[config.mk]
export PLATFORM = sky130hd
export DESIGN_NAME = adc_sample_capture
export DESIGN_NICKNAME = d
export VERILOG_FILES = /design/src/hw/adc_capture_pkg.sv /design/src/hw/adc_sample_capture.sv /design/src/hw/chan_settle.sv
export SDC_FILE = /design/constraint.sdc
export NUM_CORES = 1
export LEC_CHECK = 0
export ABC_CLOCK_PERIOD_IN_PS = 6700
export BUFFER_PORTS_ARGS = -buffer_cell sky130_fd_sc_hd__buf_4
export CAP_MARGIN = 20
export CORE_ASPECT_RATIO = 1.75
export CORE_MARGIN = 2
export CORE_UTILIZATION = 63
export CTS_CLUSTER_SIZE = 10
export DETAILED_ROUTE_END_ITERATION = 16
export PLACE_DENSITY = 0.95
export SYNTH_ARGS = -nofsm -noshare
export SYNTH_HDL_FRONTEND = slang
export SYNTH_HIERARCHICAL = 1
export SYNTH_SLANG_ARGS = --single-unit
[constraint.sdc]
create_clock -name hclk -period 6.7 [get_ports hclk]
set_input_delay 0.335 -clock hclk [delete_from_list [all_inputs] [get_ports hclk]]
set_output_delay 0.335 -clock hclk [all_outputs]
set_load 0.02 [all_outputs]
[src/hw/adc_capture_pkg.sv]
package adc_capture_pkg;

   // ----------------------------------------
   // converter data
   // ----------------------------------------
   localparam int NUM_CH = 8;
   localparam int SAMPLE_W = 14;
   localparam int EXT_W = 16;
   localparam int GROUP_SIZE = 4;
   localparam logic [SAMPLE_W-1:0] OB_ZERO = 14'h2000;
   localparam logic [SAMPLE_W-1:0] OB_POS_FS = 14'h3fff;
   localparam logic [SAMPLE_W-1:0] OB_NEG_FS = 14'h0000;
   localparam logic [SAMPLE_W-1:0] TC_POS_FS = 14'h1fff;
   localparam logic [SAMPLE_W-1:0] TC_NEG_FS = 14'h2000;

   // ----------------------------------------
   // timing
   // ----------------------------------------
   localparam int HCLK_MHZ = 25;
   localparam int RATE_MIN_MSPS = 1;
   localparam int RATE_MAX_MSPS = 105;
   localparam int NAP_SETTLE_CYC = 100;
   localparam int DCS_LOCK_CYC = 100;
   localparam int CLK_RESTART_CYC = 4000;
   localparam int SLEEP_SETTLE_MS = 2;
   localparam int SLEEP_SETTLE_SAMPLES = 2000;
   // clock loss: no edge within one slowest sample period, rounded down, at least one cycle
   localparam int LOSS_NS = 1000 / RATE_MIN_MSPS;
   localparam int LOSS_CYC_RAW = LOSS_NS * HCLK_MHZ / 1000;
   localparam int LOSS_CYC = (LOSS_CYC_RAW < 1) ? 1 : LOSS_CYC_RAW;
   localparam int LOSS_W = 8;
   localparam int SETTLE_W = 16;
   localparam int CLKDIV_W = 8;

   // ----------------------------------------
   // register offsets (byte addresses)
   // ----------------------------------------
   localparam logic [7:0] OFF_CTRL = 8'h00;
   localparam logic [7:0] OFF_MODE = 8'h04;
   localparam logic [7:0] OFF_CLKDIV = 8'h08;
   localparam logic [7:0] OFF_STATUS = 8'h0c;
   localparam logic [7:0] OFF_IRQ_STAT = 8'h10;
   localparam logic [7:0] OFF_IRQ_MASK = 8'h14;
   localparam logic [7:0] OFF_SAMPLE0 = 8'h20;
   localparam logic [7:0] OFF_SAMPLE7 = 8'h3c;

   // ctrl field positions: per channel byte lane
   localparam int CTRL_OE_B = 0;
   localparam int CTRL_SHDN_B = 1;
   localparam int CTRL_NAP_B = 2;
   localparam int CTRL_DCS_B = 4;
   localparam int CTRL_TC_B = 5;
   // clock divider register fields, counted from above the divider value
   localparam int MODE_CLKOUT_EN_B = 0;
   localparam logic [31:0] CTRL_RESET = 32'h0000_0000;
   localparam logic [CLKDIV_W-1:0] CLKDIV_RESET = 8'h02;

   // status field positions
   localparam int ST_VALID_LSB = 0;
   localparam int ST_LOSS_LSB = 8;
   localparam int ST_OVF_LSB = 16;

   // irq bits: per channel overflow and valid-drop
   localparam int IRQ_OVF_LSB = 0;
   localparam int IRQ_DROP_LSB = 8;

   localparam logic [1:0] HTRANS_NONSEQ = 2'h2;

   // per channel control toward the configuration controller
   typedef struct packed {
      logic oe;
      logic shutdown;
      logic nap;
      logic dcs;
      logic twos_comp;
   } chan_cfg_s;

   // captured per-channel sample
   typedef struct packed {
      logic valid;
      logic ovf;
      logic [EXT_W-1:0] data;
   } chan_sample_s;

endpackage

[src/hw/adc_sample_capture.sv]
// The implementer's own choices: the placing of the registers and the AHB-Lite interface to the registers.
`timescale 1ns/1ps
// What this block does
// - generated sample clock stays between 1 and 105 Msps
// - every sample is sign-extended before going downstream
// - after nap, wait about 100 sample clocks before trusting data
// - after sleep, discard samples for the millisecond reference recharge
// - after the sample clock stops and restarts, wait about 4000 cycles
// - stabilizer on: generated clock duty cycle between 40 and 60 percent
// - stabilizer on after long clock stop: wait about 100 cycles to lock
// - stabilizer off: generated clock duty cycle 50 percent within 5 percent
// - converter settings go out through the configuration controller only
// - two generated clocks: first for converters 0-3, second for 4-7
module adc_sample_capture (
   // clock and reset
   input wire logic hclk,
   input wire logic hresetn,
   // ahb-lite slave
   input wire logic hsel,
   input wire logic [7:0] haddr,
   input wire logic [1:0] htrans,
   input wire logic hwrite,
   input wire logic [2:0] hsize,
   input wire logic [31:0] hwdata,
   input wire logic hready,
   output logic [31:0] hrdata,
   output logic hreadyout,
   output logic hresp,
   // converter data pins
   input wire logic [adc_capture_pkg::NUM_CH*adc_capture_pkg::SAMPLE_W-1:0] adc_data,
   input wire logic [adc_capture_pkg::NUM_CH-1:0] overflow_flag,
   // sample clocks
   output logic user_sample_clock_out_a,
   output logic user_sample_clock_out_b,
   input wire logic sample_clock_return_a,
   input wire logic sample_clock_return_b,
   // settings toward the configuration controller
   output adc_capture_pkg::chan_cfg_s [adc_capture_pkg::NUM_CH-1:0] chan_cfg,
   // downstream samples
   output adc_capture_pkg::chan_sample_s [adc_capture_pkg::NUM_CH-1:0] samples,
   output logic [adc_capture_pkg::NUM_CH-1:0] sample_strobe,
   // interrupt
   output logic irq
);
   import adc_capture_pkg::*;

   // ------------------------------------------------------------
   // registers
   // ------------------------------------------------------------
   logic [31:0] ctrl_lo_reg, ctrl_hi_reg;
   logic [NUM_CH-1:0] nap_reg;
   logic clkout_en_reg;
   logic [CLKDIV_W-1:0] clkdiv_reg;
   logic [31:0] irq_stat_reg, irq_mask_reg;
   logic [31:0] irq_set;
   logic [31:0] w1c;
   logic [31:0] status;

   // bus address phase capture
   logic wr_pend_reg;
   logic [7:0] addr_reg;
   logic [31:0] rdata_next;

   // clocks
   logic [CLKDIV_W-1:0] div_cnt_reg;
   logic clkgen_reg;
   logic [1:0] ret_meta_reg, ret_sync_reg, ret_prev_reg;
   logic [1:0] ret_rise;

   logic [NUM_CH-1:0] lost, drop;

   // largest half period in hclk cycles that keeps the generated clock at the minimum rate
   localparam int DIV_MAX = HCLK_MHZ / (2 * RATE_MIN_MSPS);

   // byte lane of a channel inside the two control words
   function automatic logic [7:0] ctrl_byte(input int ch, input logic [31:0] lo, input logic [31:0] hi);
      logic [63:0] all;
      all = {hi, lo};
      return all[ch*8 +: 8];
   endfunction

   // ------------------------------------------------------------
   // ahb-lite slave: zero wait states, always okay
   // ------------------------------------------------------------
   assign hreadyout = 1'b1;
   assign hresp = 1'b0;

   // address phase capture
   always_ff @(posedge hclk or negedge hresetn) begin
      if (!hresetn) begin
         wr_pend_reg <= 1'b0;
         addr_reg <= '0;
      end else if (hready) begin
         wr_pend_reg <= hsel && hwrite && htrans == HTRANS_NONSEQ;
         addr_reg <= haddr;
      end
   end

   // write side effects: control words, mode, divider, mask
   always_ff @(posedge hclk or negedge hresetn) begin
      if (!hresetn) begin
         ctrl_lo_reg <= CTRL_RESET;
         ctrl_hi_reg <= CTRL_RESET;
         clkout_en_reg <= 1'b0;
         clkdiv_reg <= CLKDIV_RESET;
         irq_mask_reg <= '0;
      end else if (wr_pend_reg) begin
         case (addr_reg)
            OFF_CTRL: ctrl_lo_reg <= hwdata;
            OFF_MODE: ctrl_hi_reg <= hwdata;
            OFF_CLKDIV: begin
               clkout_en_reg <= hwdata[MODE_CLKOUT_EN_B + CLKDIV_W];
               // a zero divider would wrap to 256 cycles per half period, a large one would run the clock below the minimum rate
               if (hwdata[CLKDIV_W-1:0] == '0)
                  clkdiv_reg <= CLKDIV_RESET;
               else if (hwdata[CLKDIV_W-1:0] > CLKDIV_W'(DIV_MAX))
                  clkdiv_reg <= CLKDIV_W'(DIV_MAX);
               else
                  clkdiv_reg <= hwdata[CLKDIV_W-1:0];
            end
            OFF_IRQ_MASK: irq_mask_reg <= hwdata;
            default: ;
         endcase
      end
   end

   // per channel settings; shutdown unless enabled, matching the controller reset state
   always_comb begin
      logic [7:0] lane;
      lane = '0;
      for (int ch = 0; ch < NUM_CH; ch++) begin
         lane = ctrl_byte(ch, ctrl_lo_reg, ctrl_hi_reg);
         chan_cfg[ch].oe = lane[CTRL_OE_B];
         chan_cfg[ch].shutdown = !lane[CTRL_SHDN_B];
         chan_cfg[ch].nap = lane[CTRL_NAP_B];
         chan_cfg[ch].dcs = lane[CTRL_DCS_B];
         chan_cfg[ch].twos_comp = lane[CTRL_TC_B];
      end
   end

   // status word built from channel state
   always_comb begin
      status = '0;
      for (int ch = 0; ch < NUM_CH; ch++) begin
         status[ST_VALID_LSB + ch] = samples[ch].valid;
         status[ST_LOSS_LSB + ch] = lost[ch];
         status[ST_OVF_LSB + ch] = samples[ch].ovf;
      end
   end

   // read mux; unmapped addresses read zero
   always_comb begin
      rdata_next = '0;
      case (haddr)
         OFF_CTRL: rdata_next = ctrl_lo_reg;
         OFF_MODE: rdata_next = ctrl_hi_reg;
         OFF_CLKDIV: rdata_next = {23'h000000, clkout_en_reg, clkdiv_reg};
         OFF_STATUS: rdata_next = status;
         OFF_IRQ_STAT: rdata_next = irq_stat_reg;
         OFF_IRQ_MASK: rdata_next = irq_mask_reg;
         default: begin
            if (haddr >= OFF_SAMPLE0 && haddr <= OFF_SAMPLE7)
               rdata_next = {14'h0000, samples[haddr[4:2]]};
         end
      endcase
   end

   // read data registered into the data phase
   always_ff @(posedge hclk or negedge hresetn) begin
      if (!hresetn) begin
         hrdata <= '0;
      end else if (hready && hsel && !hwrite && htrans == HTRANS_NONSEQ) begin
         hrdata <= rdata_next;
      end
   end

   // ------------------------------------------------------------
   // interrupts: sticky, write one to clear, set wins
   // ------------------------------------------------------------
   always_comb begin
      irq_set = '0;
      for (int ch = 0; ch < NUM_CH; ch++) begin
         irq_set[IRQ_OVF_LSB + ch] = sample_strobe[ch] && samples[ch].ovf;
         irq_set[IRQ_DROP_LSB + ch] = drop[ch];
      end
      w1c = (wr_pend_reg && addr_reg == OFF_IRQ_STAT) ? hwdata : '0;
   end

   always_ff @(posedge hclk or negedge hresetn) begin
      if (!hresetn) begin
         irq_stat_reg <= '0;
      end else begin
         irq_stat_reg <= (irq_stat_reg & ~w1c) | irq_set;
      end
   end

   assign irq = |(irq_stat_reg & irq_mask_reg);

   // ------------------------------------------------------------
   // generated sample clocks: divider of hclk, both groups share it
   // ------------------------------------------------------------
   always_ff @(posedge hclk or negedge hresetn) begin
      if (!hresetn) begin
         div_cnt_reg <= '0;
         clkgen_reg <= 1'b0;
      end else if (!clkout_en_reg) begin
         div_cnt_reg <= '0;
         clkgen_reg <= 1'b0;
      end else if (div_cnt_reg >= clkdiv_reg - 1'b1) begin
         div_cnt_reg <= '0;
         clkgen_reg <= !clkgen_reg;
      end else begin
         div_cnt_reg <= div_cnt_reg + 1'b1;
      end
   end

   assign user_sample_clock_out_a = clkgen_reg;
   assign user_sample_clock_out_b = clkgen_reg;

   // ------------------------------------------------------------
   // returned clocks: synchronise and find rising edges
   // ------------------------------------------------------------
   always_ff @(posedge hclk or negedge hresetn) begin
      if (!hresetn) begin
         ret_meta_reg <= '0;
         ret_sync_reg <= '0;
         ret_prev_reg <= '0;
      end else begin
         ret_meta_reg <= {sample_clock_return_b, sample_clock_return_a};
         ret_sync_reg <= ret_meta_reg;
         ret_prev_reg <= ret_sync_reg;
      end
   end

   assign ret_rise = ret_sync_reg & ~ret_prev_reg;

   // ------------------------------------------------------------
   // channels
   // ------------------------------------------------------------
   for (genvar ch = 0; ch < NUM_CH; ch++) begin : g_ch
      chan_settle u_chan (
         .hclk(hclk),
         .hresetn(hresetn),
         .cfg(chan_cfg[ch]),
         .clk_rise(ret_rise[ch / GROUP_SIZE]),
         .adc_data(adc_data[ch*SAMPLE_W +: SAMPLE_W]),
         .adc_ovf(overflow_flag[ch]),
         .sample(samples[ch]),
         .clk_lost(lost[ch]),
         .valid_drop(drop[ch])
      );

      // strobe one cycle after each captured edge
      always_ff @(posedge hclk or negedge hresetn) begin
         if (!hresetn)
            sample_strobe[ch] <= 1'b0;
         else
            sample_strobe[ch] <= ret_rise[ch / GROUP_SIZE];
      end
   end

endmodule // adc_sample_capture

[src/hw/chan_settle.sv]
`timescale 1ns/1ps
// one channel: input sync of data and overflow pins, clock loss, settling count, capture
module chan_settle (
   // clock and reset
   input wire logic hclk,
   input wire logic hresetn,
   // configuration
   input wire adc_capture_pkg::chan_cfg_s cfg,
   // converter pins
   input wire logic clk_rise,
   input wire logic [adc_capture_pkg::SAMPLE_W-1:0] adc_data,
   input wire logic adc_ovf,
   // results
   output adc_capture_pkg::chan_sample_s sample,
   output logic clk_lost,
   output logic valid_drop
);
   import adc_capture_pkg::*;

   logic [SAMPLE_W-1:0] d_meta_reg, d_sync_reg;
   logic o_meta_reg, o_sync_reg;
   logic [LOSS_W-1:0] loss_cnt_reg;
   logic [SETTLE_W-1:0] settle_reg;
   logic shdn_reg, loss_reg, lost_reg, valid_reg;
   logic [SETTLE_W-1:0] need;

   // sign extend a sample to the downstream width
   function automatic logic [EXT_W-1:0] sext(input logic [SAMPLE_W-1:0] s, input logic tc);
      logic [SAMPLE_W-1:0] v;
      v = tc ? s : (s ^ OB_ZERO); // offset binary to two's complement
      return {{(EXT_W-SAMPLE_W){v[SAMPLE_W-1]}}, v};
   endfunction

   // -----------------------------------------------
   // pin synchronisers
   // -----------------------------------------------
   always_ff @(posedge hclk or negedge hresetn) begin
      if (!hresetn) begin
         d_meta_reg <= '0;
         d_sync_reg <= '0;
         o_meta_reg <= 1'b0;
         o_sync_reg <= 1'b0;
      end else begin
         d_meta_reg <= adc_data;
         d_sync_reg <= d_meta_reg;
         o_meta_reg <= adc_ovf;
         o_sync_reg <= o_meta_reg;
      end
   end

   // clock loss watchdog on the returned sample clock
   always_ff @(posedge hclk or negedge hresetn) begin
      if (!hresetn) begin
         loss_cnt_reg <= '0;
         lost_reg <= 1'b1;
      end else if (clk_rise) begin
         loss_cnt_reg <= '0;
         lost_reg <= 1'b0;
      end else if (loss_cnt_reg >= LOSS_W'(LOSS_CYC)) begin
         lost_reg <= 1'b1;
      end else begin
         loss_cnt_reg <= loss_cnt_reg + 1'b1;
      end
   end

   // settling length chosen from the event that dropped the flag
   always_comb begin
      need = SETTLE_W'(NAP_SETTLE_CYC);
      if (shdn_reg)
         need = SETTLE_W'(SLEEP_SETTLE_SAMPLES);
      if (loss_reg)
         need = SETTLE_W'(CLK_RESTART_CYC);
      if (cfg.dcs && need < SETTLE_W'(DCS_LOCK_CYC))
         need = SETTLE_W'(DCS_LOCK_CYC);
   end

   // valid flag: drops on power-down or clock loss, rises after settling edges
   always_ff @(posedge hclk or negedge hresetn) begin
      if (!hresetn) begin
         settle_reg <= '0;
         valid_reg <= 1'b0;
         shdn_reg <= 1'b1;
         loss_reg <= 1'b0;
      end else if (cfg.shutdown || cfg.nap || !cfg.oe || lost_reg) begin
         valid_reg <= 1'b0;
         settle_reg <= '0;
         // causes stay remembered until the flag rises, so the longest recovery applies
         shdn_reg <= shdn_reg || cfg.shutdown;
         loss_reg <= loss_reg || (lost_reg && !cfg.shutdown && !cfg.nap);
      end else if (!valid_reg && clk_rise) begin
         if (settle_reg >= need - 1'b1) begin
            valid_reg <= 1'b1;
            shdn_reg <= 1'b0;
            loss_reg <= 1'b0;
         end else begin
            settle_reg <= settle_reg + 1'b1;
         end
      end
   end

   assign valid_drop = valid_reg && (cfg.shutdown || cfg.nap || !cfg.oe || lost_reg);
   assign clk_lost = lost_reg;

   // capture on each rising sample clock; samples are discarded while invalid
   always_ff @(posedge hclk or negedge hresetn) begin
      if (!hresetn) begin
         sample <= '0;
      end else if (clk_rise) begin
         sample.valid <= valid_reg;
         sample.ovf <= valid_reg && o_sync_reg;
         sample.data <= sext(d_sync_reg, cfg.twos_comp);
      end else if (!valid_reg) begin
         // a stopped clock brings no edge, so the flag is dropped here as well
         sample.valid <= 1'b0;
         sample.ovf <= 1'b0;
      end
   end

endmodule // chan_settle

Word level (Yosys, flattened, before mapping) --
Cells that the tools add are included.
Storage, ports and cells: bits in registers 787, output and inout bits 229
Operators by class: $add $sub $neg 26, magnitude comparators 29, equality and inequality tests 35, muxes and demuxes 171, bitwise gates (word level) 14, reductions and logical operators 185
Operators by type and width (number):
- $mux W16 | 24
- $mux W12 | 16
- $pmux W32 S6 | 1
- $mux W8 | 20
- $add A16 B1 Y16 const B | 8
- $ge A16 B16 Y1 | 8
- $mux W14 | 8
- $sub A12 B1 Y13 const B | 8
- $lt A12 B7 Y1 const B | 8
- $mux W11 | 8
- $mux W1 | 74
- $add A8 B1 Y8 const B | 9
- $and A32 B32 Y32 | 2
- $ge A8 B5 Y1 const B | 8
- $logic_and A1 B1 Y1 | 63
- $bmux W18 S3 | 1
- $reduce_bool A2 Y1 | 24
- $logic_or A1 B1 Y1 | 40
- $reduce_and A2 Y1 | 20
- $mux W18 | 2
- $logic_not A1 Y1 | 34
- $eq A8 B5 Y1 const B | 4
- $mux W2 | 16
- $mux W32 | 1
- 18 further kinds | 53

Logic depth before layout (Yosys ltp) --
Gate-level depths: netlist of run 1.
word-level depth 10, gate-level depth with buffers 10

Hierarchy --
Netlist of run 1, hierarchy kept.
By module, submodules not included:
- chan_settle (g_ch[0].u_chan ...) | times used 5, cells an instance 248, area an instance 3074.2 µm², seq. area each 1854.3 µm²
- adc_sample_capture | times used 1, cells an instance 855, area an instance 10547.6 µm², seq. area each 4880.9 µm²
- chan_settle (g_ch[2].u_chan ...) | times used 2, cells an instance 249, area an instance 3074.2 µm², seq. area each 1854.3 µm²
- chan_settle (g_ch[7].u_chan) | times used 1, cells an instance 241, area an instance 3086.7 µm², seq. area each 1854.3 µm²

Least setup slack after synthesis of run 1 --
No wires, ideal clock.
kind reg-to-reg, start point reg clkdiv_reg[0], end point reg clkgen_reg, in the netlist user_sample_clock_out_a, arrival time 2279 ps, path slack 4297 ps, cell stages (with the launch flop) 10, period minus slack after synthesis 2403 ps, cells stage by stage dfrtp_1 -> inv_1 -> ha_1 -> nand2_1 -> or3_1 -> xor2_1 -> ha_1 -> o211ai_1 -> o21ai_1 -> mux2_2
Between the ends: longest elaborated chain between the ends 3
RTL lines:
- from (decl) | RTL line adc_sample_capture.sv:53 | logic [CLKDIV_W-1:0] clkdiv_reg;
- from (signal assigned) | RTL line adc_sample_capture.sv:117 | clkdiv_reg <= CLKDIV_W'(DIV_MAX);
- from (signal assigned) | RTL line adc_sample_capture.sv:119 | clkdiv_reg <= hwdata[CLKDIV_W-1:0];
- $sub A8 B1 Y8 | RTL line adc_sample_capture.sv:209 | end else if (div_cnt_reg >= clkdiv_reg - 1'b1) begin
- $ge A8 B8 Y1 | RTL line adc_sample_capture.sv:209
- $ne A2 B1 Y1 (no line)
- to (signal assigned) | RTL line adc_sample_capture.sv:211 | clkgen_reg <= !clkgen_reg;
- to (decl) | RTL line adc_sample_capture.sv:66 | logic clkgen_reg;
No other way between the ends. A chain may end at the register's enable or synchronous reset.

Final worst setup path of run 1 --
start point reg ret_prev_reg[0], end point reg g_ch[3].u_chan.settle_reg[13]
Between the ends: longest elaborated chain between the ends 5
RTL lines:
- from (decl) | RTL line adc_sample_capture.sv:67 | logic [1:0] ret_meta_reg, ret_sync_reg, ret_prev_reg;
- from (signal assigned) | RTL line adc_sample_capture.sv:231 | ret_prev_reg <= ret_sync_reg;
- $not A2 Y2 | RTL line adc_sample_capture.sv:235 | assign ret_rise = ret_sync_reg & ~ret_prev_reg;
- $and A2 B2 Y2 | RTL line adc_sample_capture.sv:235
- via ret_rise[0] | RTL line adc_sample_capture.sv:68 | logic [1:0] ret_rise;
- $logic_and A1 B1 Y1 | RTL line chan_settle.sv:90 | end else if (!valid_reg && clk_rise) begin
- $reduce_bool A2 Y1 (no line)
- $reduce_and A2 Y1 (no line)
- to (signal assigned) | RTL line chan_settle.sv:96 | settle_reg <= settle_reg + 1'b1;
- to (decl) | RTL line chan_settle.sv:23 | logic [SETTLE_W-1:0] settle_reg;
The timed path passes the listed nets, and every way through them passes these cells.

==> impl_metrics.py, run 1 <==
metrics = {
    "timing": {
        "fmaxAchievable_mhz": 309,
        "grt_setup_unrepaired": "false",
        "drv_slew": 0,
        "whs_ns": 0.0324,
        "totalNegativeSetupSlack_ns": 0,
        "slew_headroom_pct": 21.3,
        "layout_min_cycle_time_ns": 3.24,
        "min_period_over_period_pct": 48.3,
        "worst_pin_slew_ns": 1.18,
        "final_hold_viol_count": 0,
        "setup_viol": 0,
        "fin_skew_ns": 0.0186,
    },
    "synthesis": {
        "ys_seq_area_share_pct": 56.1,
        "syn_avg_cell_area_um2": 12.4,
        "yosysWarnings": 6,
        "synth_area_mm2": 0.0352,
        "synth_top_family_by_area": "multiplexers",
        "synth_compound_area_share_pct": 9.81,
        "synthTopCellsByArea": "dfrtp_1 55%, mux2_2 6.0%, ha_1 5.5%, mux4_2 3.2%, mux2i_1 2.4%",
        "synthFlopType": "dfrtp_1",
        "syn_inst": 2834,
        "yosys-top-cells-count": "770 x dfrtp_1, 188 x mux2_2, 178 x nor2_1",
        "synth_top_area_share_pct": 54.8,
        "synth_cell_type_count": 75,
        "yosys.area_share.simple_pct": 10.9,
        "yosys.area.top_type": "dfrtp_1",
        "synth_edf_count": 0,
        "synthArstFlopShare_pct": 100,
        "synth.area.mux_share_pct": 12.7,
        "synth-xor-area-share_pct": 1.10,
        "yosysMostFrequentCell": "dfrtp_1",
        "synth-seq-cells": 787,
        "synthAdderAreaFrac_pct": 5.48,
    },
    "global_routing": {
        "grt_pass1_wl_um": 172000,
        "grt_usage_pct": 39.5,
        "overflow": 0,
        "antenna_found_initial": 7,
        "first_global_vias": 28900,
        "grt_max_degree": 179,
    },
    "worst_setup_path": {
        "required_ns": 7.28,
        "cp_cell_sequence": "nor2b_4 -> nand2b_1 -> nor3_1 -> nand3_1 -> or3_1 -> nand3_1",
        "crit_arrival_ns": 3.82,
        "critPathMaxFanout": 35,
        "end_kind": "flip-flop",
        "critPathLaunchType": "flip-flop",
        "slowest_stage": "nor2b_4",
        "critical_path.max_stage_delay_ns": 0.77,
        "rrSetupSlack_ns": 3.46,
        "cp_common_cell": "nand3_1",
        "crit_type": "flip-flop to flip-flop",
    },
    "die": {
        "io_pins": 401,
        "die_h_um": 316,
        "dieArea_mm2": 0.0578,
        "die_w_um": 183,
        "start_util_pct": 63.7,
        "row_count": 114,
        "core_area_mm2": 0.0552,
    },
    "cells_and_area": {
        "nets": 3674,
        "finish.utilization_pct": 76.9,
        "syn_to_final_growth_pct": 20.7,
        "layout-drive-gt1-share_pct": 24.6,
        "stdcell_count": 4108,
    },
    "job": {
        "drv_cap": 0,
    },
    "clock_network": {
        "cts_tree": "built",
        "cts_buffer_depth": 3,
        "clock-sinks": 787,
        "htree_num_levels": 3,
        "clkSlewWorstSetupHoldPaths_ns": 0.06,
        "post_cts.repair.setup_buffers": 0,
        "clockRootBuffer": "clkbuf_16",
        "clock_latency_ns": 0.65,
        "numCtsBuffers": 88,
    },
    "power": {
        "power.density_mw_per_mm2": 273,
        "finalPower_uw": 11600,
        "ir_drop_mv": 0.256,
        "p_leak_uw": 0.0195,
    },
    "routing": {
        "wire_per_inst_um": 27.7,
        "drt_iter0_drc": 3142,
        "drt-pass1-iter-count": 6,
        "ant_nets": 0,
        "wl_um": 114000,
        "drc": 0,
        "via_per_inst": 6.70,
        "vias": 27500,
    },
    "place": {
        "dp_cells": 3794,
        "finalWeightedCongestion": 0.934,
        "dp_hpwl_um": 67700,
        "io_buffer_count": 395,
    },
    "run_status": {
        "status": "complete, no violations",
    },
    "min_path": {
        "hold_path.class": "primary input to flip-flop",
    },
}
repair_timing:
item                      4_1_cts  5_1_grt
hold endpoints to repair      340        0
resized for setup               0        0
hold buffers                  159        0
cell families after synthesis:
kind of cell	count (synthesis)
other cells	10
mux	350
flops	787
buf+inv	244
simple gates	749
xor+xnor	44
compound gates	496
fa+ha+maj	154
cell usage in the layout (no fill, tap or decap), types with 43 or more instances in the layout:
| cell type | instances |
|---|---|
| clkbuf_1 | 48 |
| buf_4 | 409 |
| nand2_1 | 169 |
| dlygate4sd3_1 | 159 |
| inv_1 | 71 |
| clkbuf_16 | 89 |
| mux2_2 | 188 |
| nor2b_1 | 43 |
| dfrtp_1 | 770 |
| nand4_1 | 49 |
| o31ai_1 | 76 |
| mux4_2 | 50 |
| nand3_1 | 118 |
| o21ai_0 | 57 |
| mux2i_1 | 84 |
| a21oi_1 | 93 |
| nor2_1 | 178 |
| o311ai_1 | 51 |
| ha_1 | 154 |
critical path, delay by kind of cell (launching register included):
| kind | cells | cell delay (ns) |
|---|---|---|
| and+or+nand+nor | 6 | 2.74 |
| DFF | 1 | 0.39 |
where the power goes:
part           total, µW  switching (µW)  internal [µW]
combinational       1640             940            705
clock               4510            2020           2490
sequential          5450             372           5080
total              11600            3330           8270
stage by stage:
stage                     setup WS, ns  cell area (µm²)
final                             3.46            42400
after global placement            3.67            38200
after detailed placement          3.58            38200
after CTS                         3.58            42400
after global routing              3.29            42400
after floorplan                   4.30            35200
path summary, 6_finish.rpt:
check / startpoint / end / cells after the start
worst max-delay path: ret_prev_reg[0] / g_ch[3].u_chan/settle_reg[13] / 6
worst min register to register: g_ch[5].u_chan/d_meta_reg[9] / g_ch[5].u_chan/d_sync_reg[9] / 0
max in group asynchronous: hresetn / g_ch[7].u_chan/settle_reg[13] / 3
worst min-delay path: hwdata[1] / irq_stat_reg[1] / 3
min in group asynchronous: hresetn / g_ch[4].u_chan/d_meta_reg[2] / 2
worst max register to register: ret_prev_reg[0] / g_ch[3].u_chan/settle_reg[13] / 6
final cells by class:
type,count,area [µm²]
tap,696,871
timing repair buffer,573,4760
antenna,10,25.0
multi-input combinational,1827,14200
fill,2803,12800
clock inverter,6,126
sequential,787,19700
inverter,71,267
clock buffer,138,2420
per-layer routing:
metal | up-vias | share of wire, % | GRT usage (%)
li1 | 11300 | - | -
met1 | 13800 | 32 | 43.1
met2 | 1867 | 49 | 65.4
met3 | 536 | 9.5 | 9.98
met4 | 2 | 9.3 | 32.0
met5 | - | 0.011 | 0
(Power assumes the default switching activity.)
==> run 2: changes to the inputs <==
--- a/config.mk
+++ b/config.mk
@@ -5,15 +5,15 @@
 export SDC_FILE = /design/constraint.sdc
 export NUM_CORES = 1
 export LEC_CHECK = 0
-export ABC_CLOCK_PERIOD_IN_PS = 6700
+export ABC_CLOCK_PERIOD_IN_PS = 2800
 export BUFFER_PORTS_ARGS = -buffer_cell sky130_fd_sc_hd__buf_4
 export CAP_MARGIN = 20
 export CORE_ASPECT_RATIO = 1.75
 export CORE_MARGIN = 2
-export CORE_UTILIZATION = 63
+export CORE_UTILIZATION = 53
 export CTS_CLUSTER_SIZE = 10
 export DETAILED_ROUTE_END_ITERATION = 16
-export PLACE_DENSITY = 0.95
+export PLACE_DENSITY = 0.88
 export SYNTH_ARGS = -nofsm -noshare
 export SYNTH_HDL_FRONTEND = slang
 export SYNTH_HIERARCHICAL = 1
==> constraint.sdc (replaced) <==
create_clock -name hclk -period 2.8 [get_ports hclk]
set_input_delay 0.14 -clock hclk [delete_from_list [all_inputs] [get_ports hclk]]
set_output_delay 0.14 -clock hclk [all_outputs]
set_load 0.02 [all_outputs]
==> impl_metrics.py, run 2 (synthesis results as in run 1) <==
metrics = {
    "global_routing": {
        "overflow": 0,
        "grt_pass1_wl_um": 169000,
        "first_global_vias": 28600,
        "grt_max_degree": 145,
        "grt_usage_pct": 33.0,
        "antenna_found_initial": 8,
    },
    "clock_network": {
        "clockRootBuffer": "clkbuf_16",
        "clock-sinks": 787,
        "numCtsBuffers": 89,
        "clock_latency_ns": 0.67,
        "cts_tree": "built",
        "clkSlewWorstSetupHoldPaths_ns": 0.06,
        "cts_buffer_depth": 3,
        "htree_num_levels": 3,
        "post_cts.repair.setup_buffers": 0,
    },
    "routing": {
        "vias": 26700,
        "drt_iter0_drc": 2074,
        "drc": 0,
        "via_per_inst": 6.11,
        "wl_um": 111000,
        "drt-pass1-iter-count": 7,
        "wire_per_inst_um": 25.3,
        "ant_nets": 0,
    },
    "timing": {
        "fmaxAchievable_mhz": 375,
        "final_hold_viol_count": 0,
        "min_period_over_period_pct": 95.2,
        "slew_headroom_pct": 31.5,
        "fin_ws_ns": 0.133,
        "whs_ns": 0.115,
        "totalNegativeSetupSlack_ns": 0,
        "fin_skew_ns": 0.0503,
        "setup_viol": 0,
        "layout_min_cycle_time_ns": 2.67,
        "grt_setup_unrepaired": "false",
        "worst_pin_slew_ns": 1.02,
        "drv_slew": 0,
    },
    "min_path": {
        "worstHoldStart": "adc_data[59]",
        "hold_path.class": "primary input to flip-flop",
    },
    "worst_setup_path": {
        "required_ns": 2.66,
        "critical_path.max_stage_delay_ns": 0.70,
        "critPathLaunchType": "flip-flop",
        "end_kind": "output port",
        "critPathMaxFanout": 3,
        "cpLargestDelayFamily": "simple AND/OR/NAND/NOR gates",
        "critPathLaunch": "irq_stat_reg[4]",
        "crit_arrival_ns": 2.53,
        "timing.rr.start": "g_ch[7].u_chan/loss_reg",
        "slowest_stage": "or4_1",
        "cp_cell_sequence": "a22oi_1 -> nand4_1 -> or4_1 -> buf_4",
        "critPathBufInv": 1,
        "crit_type": "flip-flop to output port",
    },
    "die": {
        "io_pins": 401,
        "die_w_um": 199,
        "row_count": 124,
        "dieArea_mm2": 0.0685,
        "start_util_pct": 53.7,
        "die_h_um": 345,
        "core_area_mm2": 0.0655,
    },
    "cells_and_area": {
        "layout_commonest_cell": "dfrtp_1",
        "layout-drive-gt1-share_pct": 26.2,
        "syn_to_final_growth_pct": 23.7,
        "nets": 3758,
        "layout_common_cells": "770 x dfrtp_1, 473 x buf_4, 188 x mux2_2",
        "design_area_mm2": 0.0435,
    },
    "power": {
        "p_leak_uw": 0.0200,
        "ir_drop_mv": 0.665,
        "power.density_mw_per_mm2": 637,
    },
    "place": {
        "placed_area_mm2": 0.0391,
        "dp_hpwl_um": 72900,
        "place_worst_setup_slack_ns": 0.220,
        "io_buffer_count": 395,
        "finalWeightedCongestion": 0.911,
    },
    "job": {
        "drv_cap": 0,
    },
    "run_status": {
        "status": "complete, no violations",
    },
}
-- run 2: cell types whose count changed in the layout (fill, tap and decap cells not counted), moves of 2 or more --
cell | previous run | this run
inv_16 | 4 | 1
dlygate4sd3_1 | 159 | 169
clkinv_16 | 1 | 6
clkbuf_1 | 48 | 46
buf_12 | 3 | 13
diode_2 | 10 | 8
buf_4 | 409 | 473
-- run 2: metrics by stage --
step,instances,util (%),power (µW)
final,4374,66.4,27700
after global routing,4371,66.4,28600
after CTS,4366,66.4,27500
after detailed placement,4053,59.8,16700
after global placement,4053,59.8,16500
after floorplan,2858,-,14900
-- run 2: final timing paths --
path / slack (ns) / end / depth (start not counted)
setup / recovery: 0.13 / irq / 4
hold / removal: 0.12 / g_ch[4].u_chan/d_meta_reg[3] / 2
setup reg to reg: 0.17 / g_ch[7].u_chan/settle_reg[7] / 9
hold reg to reg: 0.33 / g_ch[7].u_chan/o_sync_reg / 0
max in group asynchronous: 1.73 / g_ch[7].u_chan/settle_reg[15] / 3
min in group asynchronous: 0.22 / g_ch[4].u_chan/d_meta_reg[11] / 3
-- run 2: report_power, final --
group	internal (µW)	switching [µW]
registers	12200	834
logic	1740	2170
clock network	5950	4830
-- run 2: repair_timing --
item	CTS	global route
setup endpoints to repair	0	2
resized for setup	0	2
hold buffers	170	0
hold endpoints to repair	756	0
-- run 2: final cells by class --
cell class                 count  area (µm²)
fill                        4526       22000
clock inverter                 8         209
timing repair buffer         656        5520
multi-input combinational   1827       14200
antenna                        8        20.0
tap                          882        1100
sequential                   787       19700
clock buffer                 135        2400
inverter                      71         267
-- run 2: metal layers --
layer	share of wire [%]	vias up	track usage, %	wire length [µm]
li1	-	11500	-	-
met1	34	13500	36.0	37800
met2	49	1339	55.6	54700
met3	8.1	394	8.40	8950
met4	8.2	6	23.8	9120
met5	0.041	-	0	45
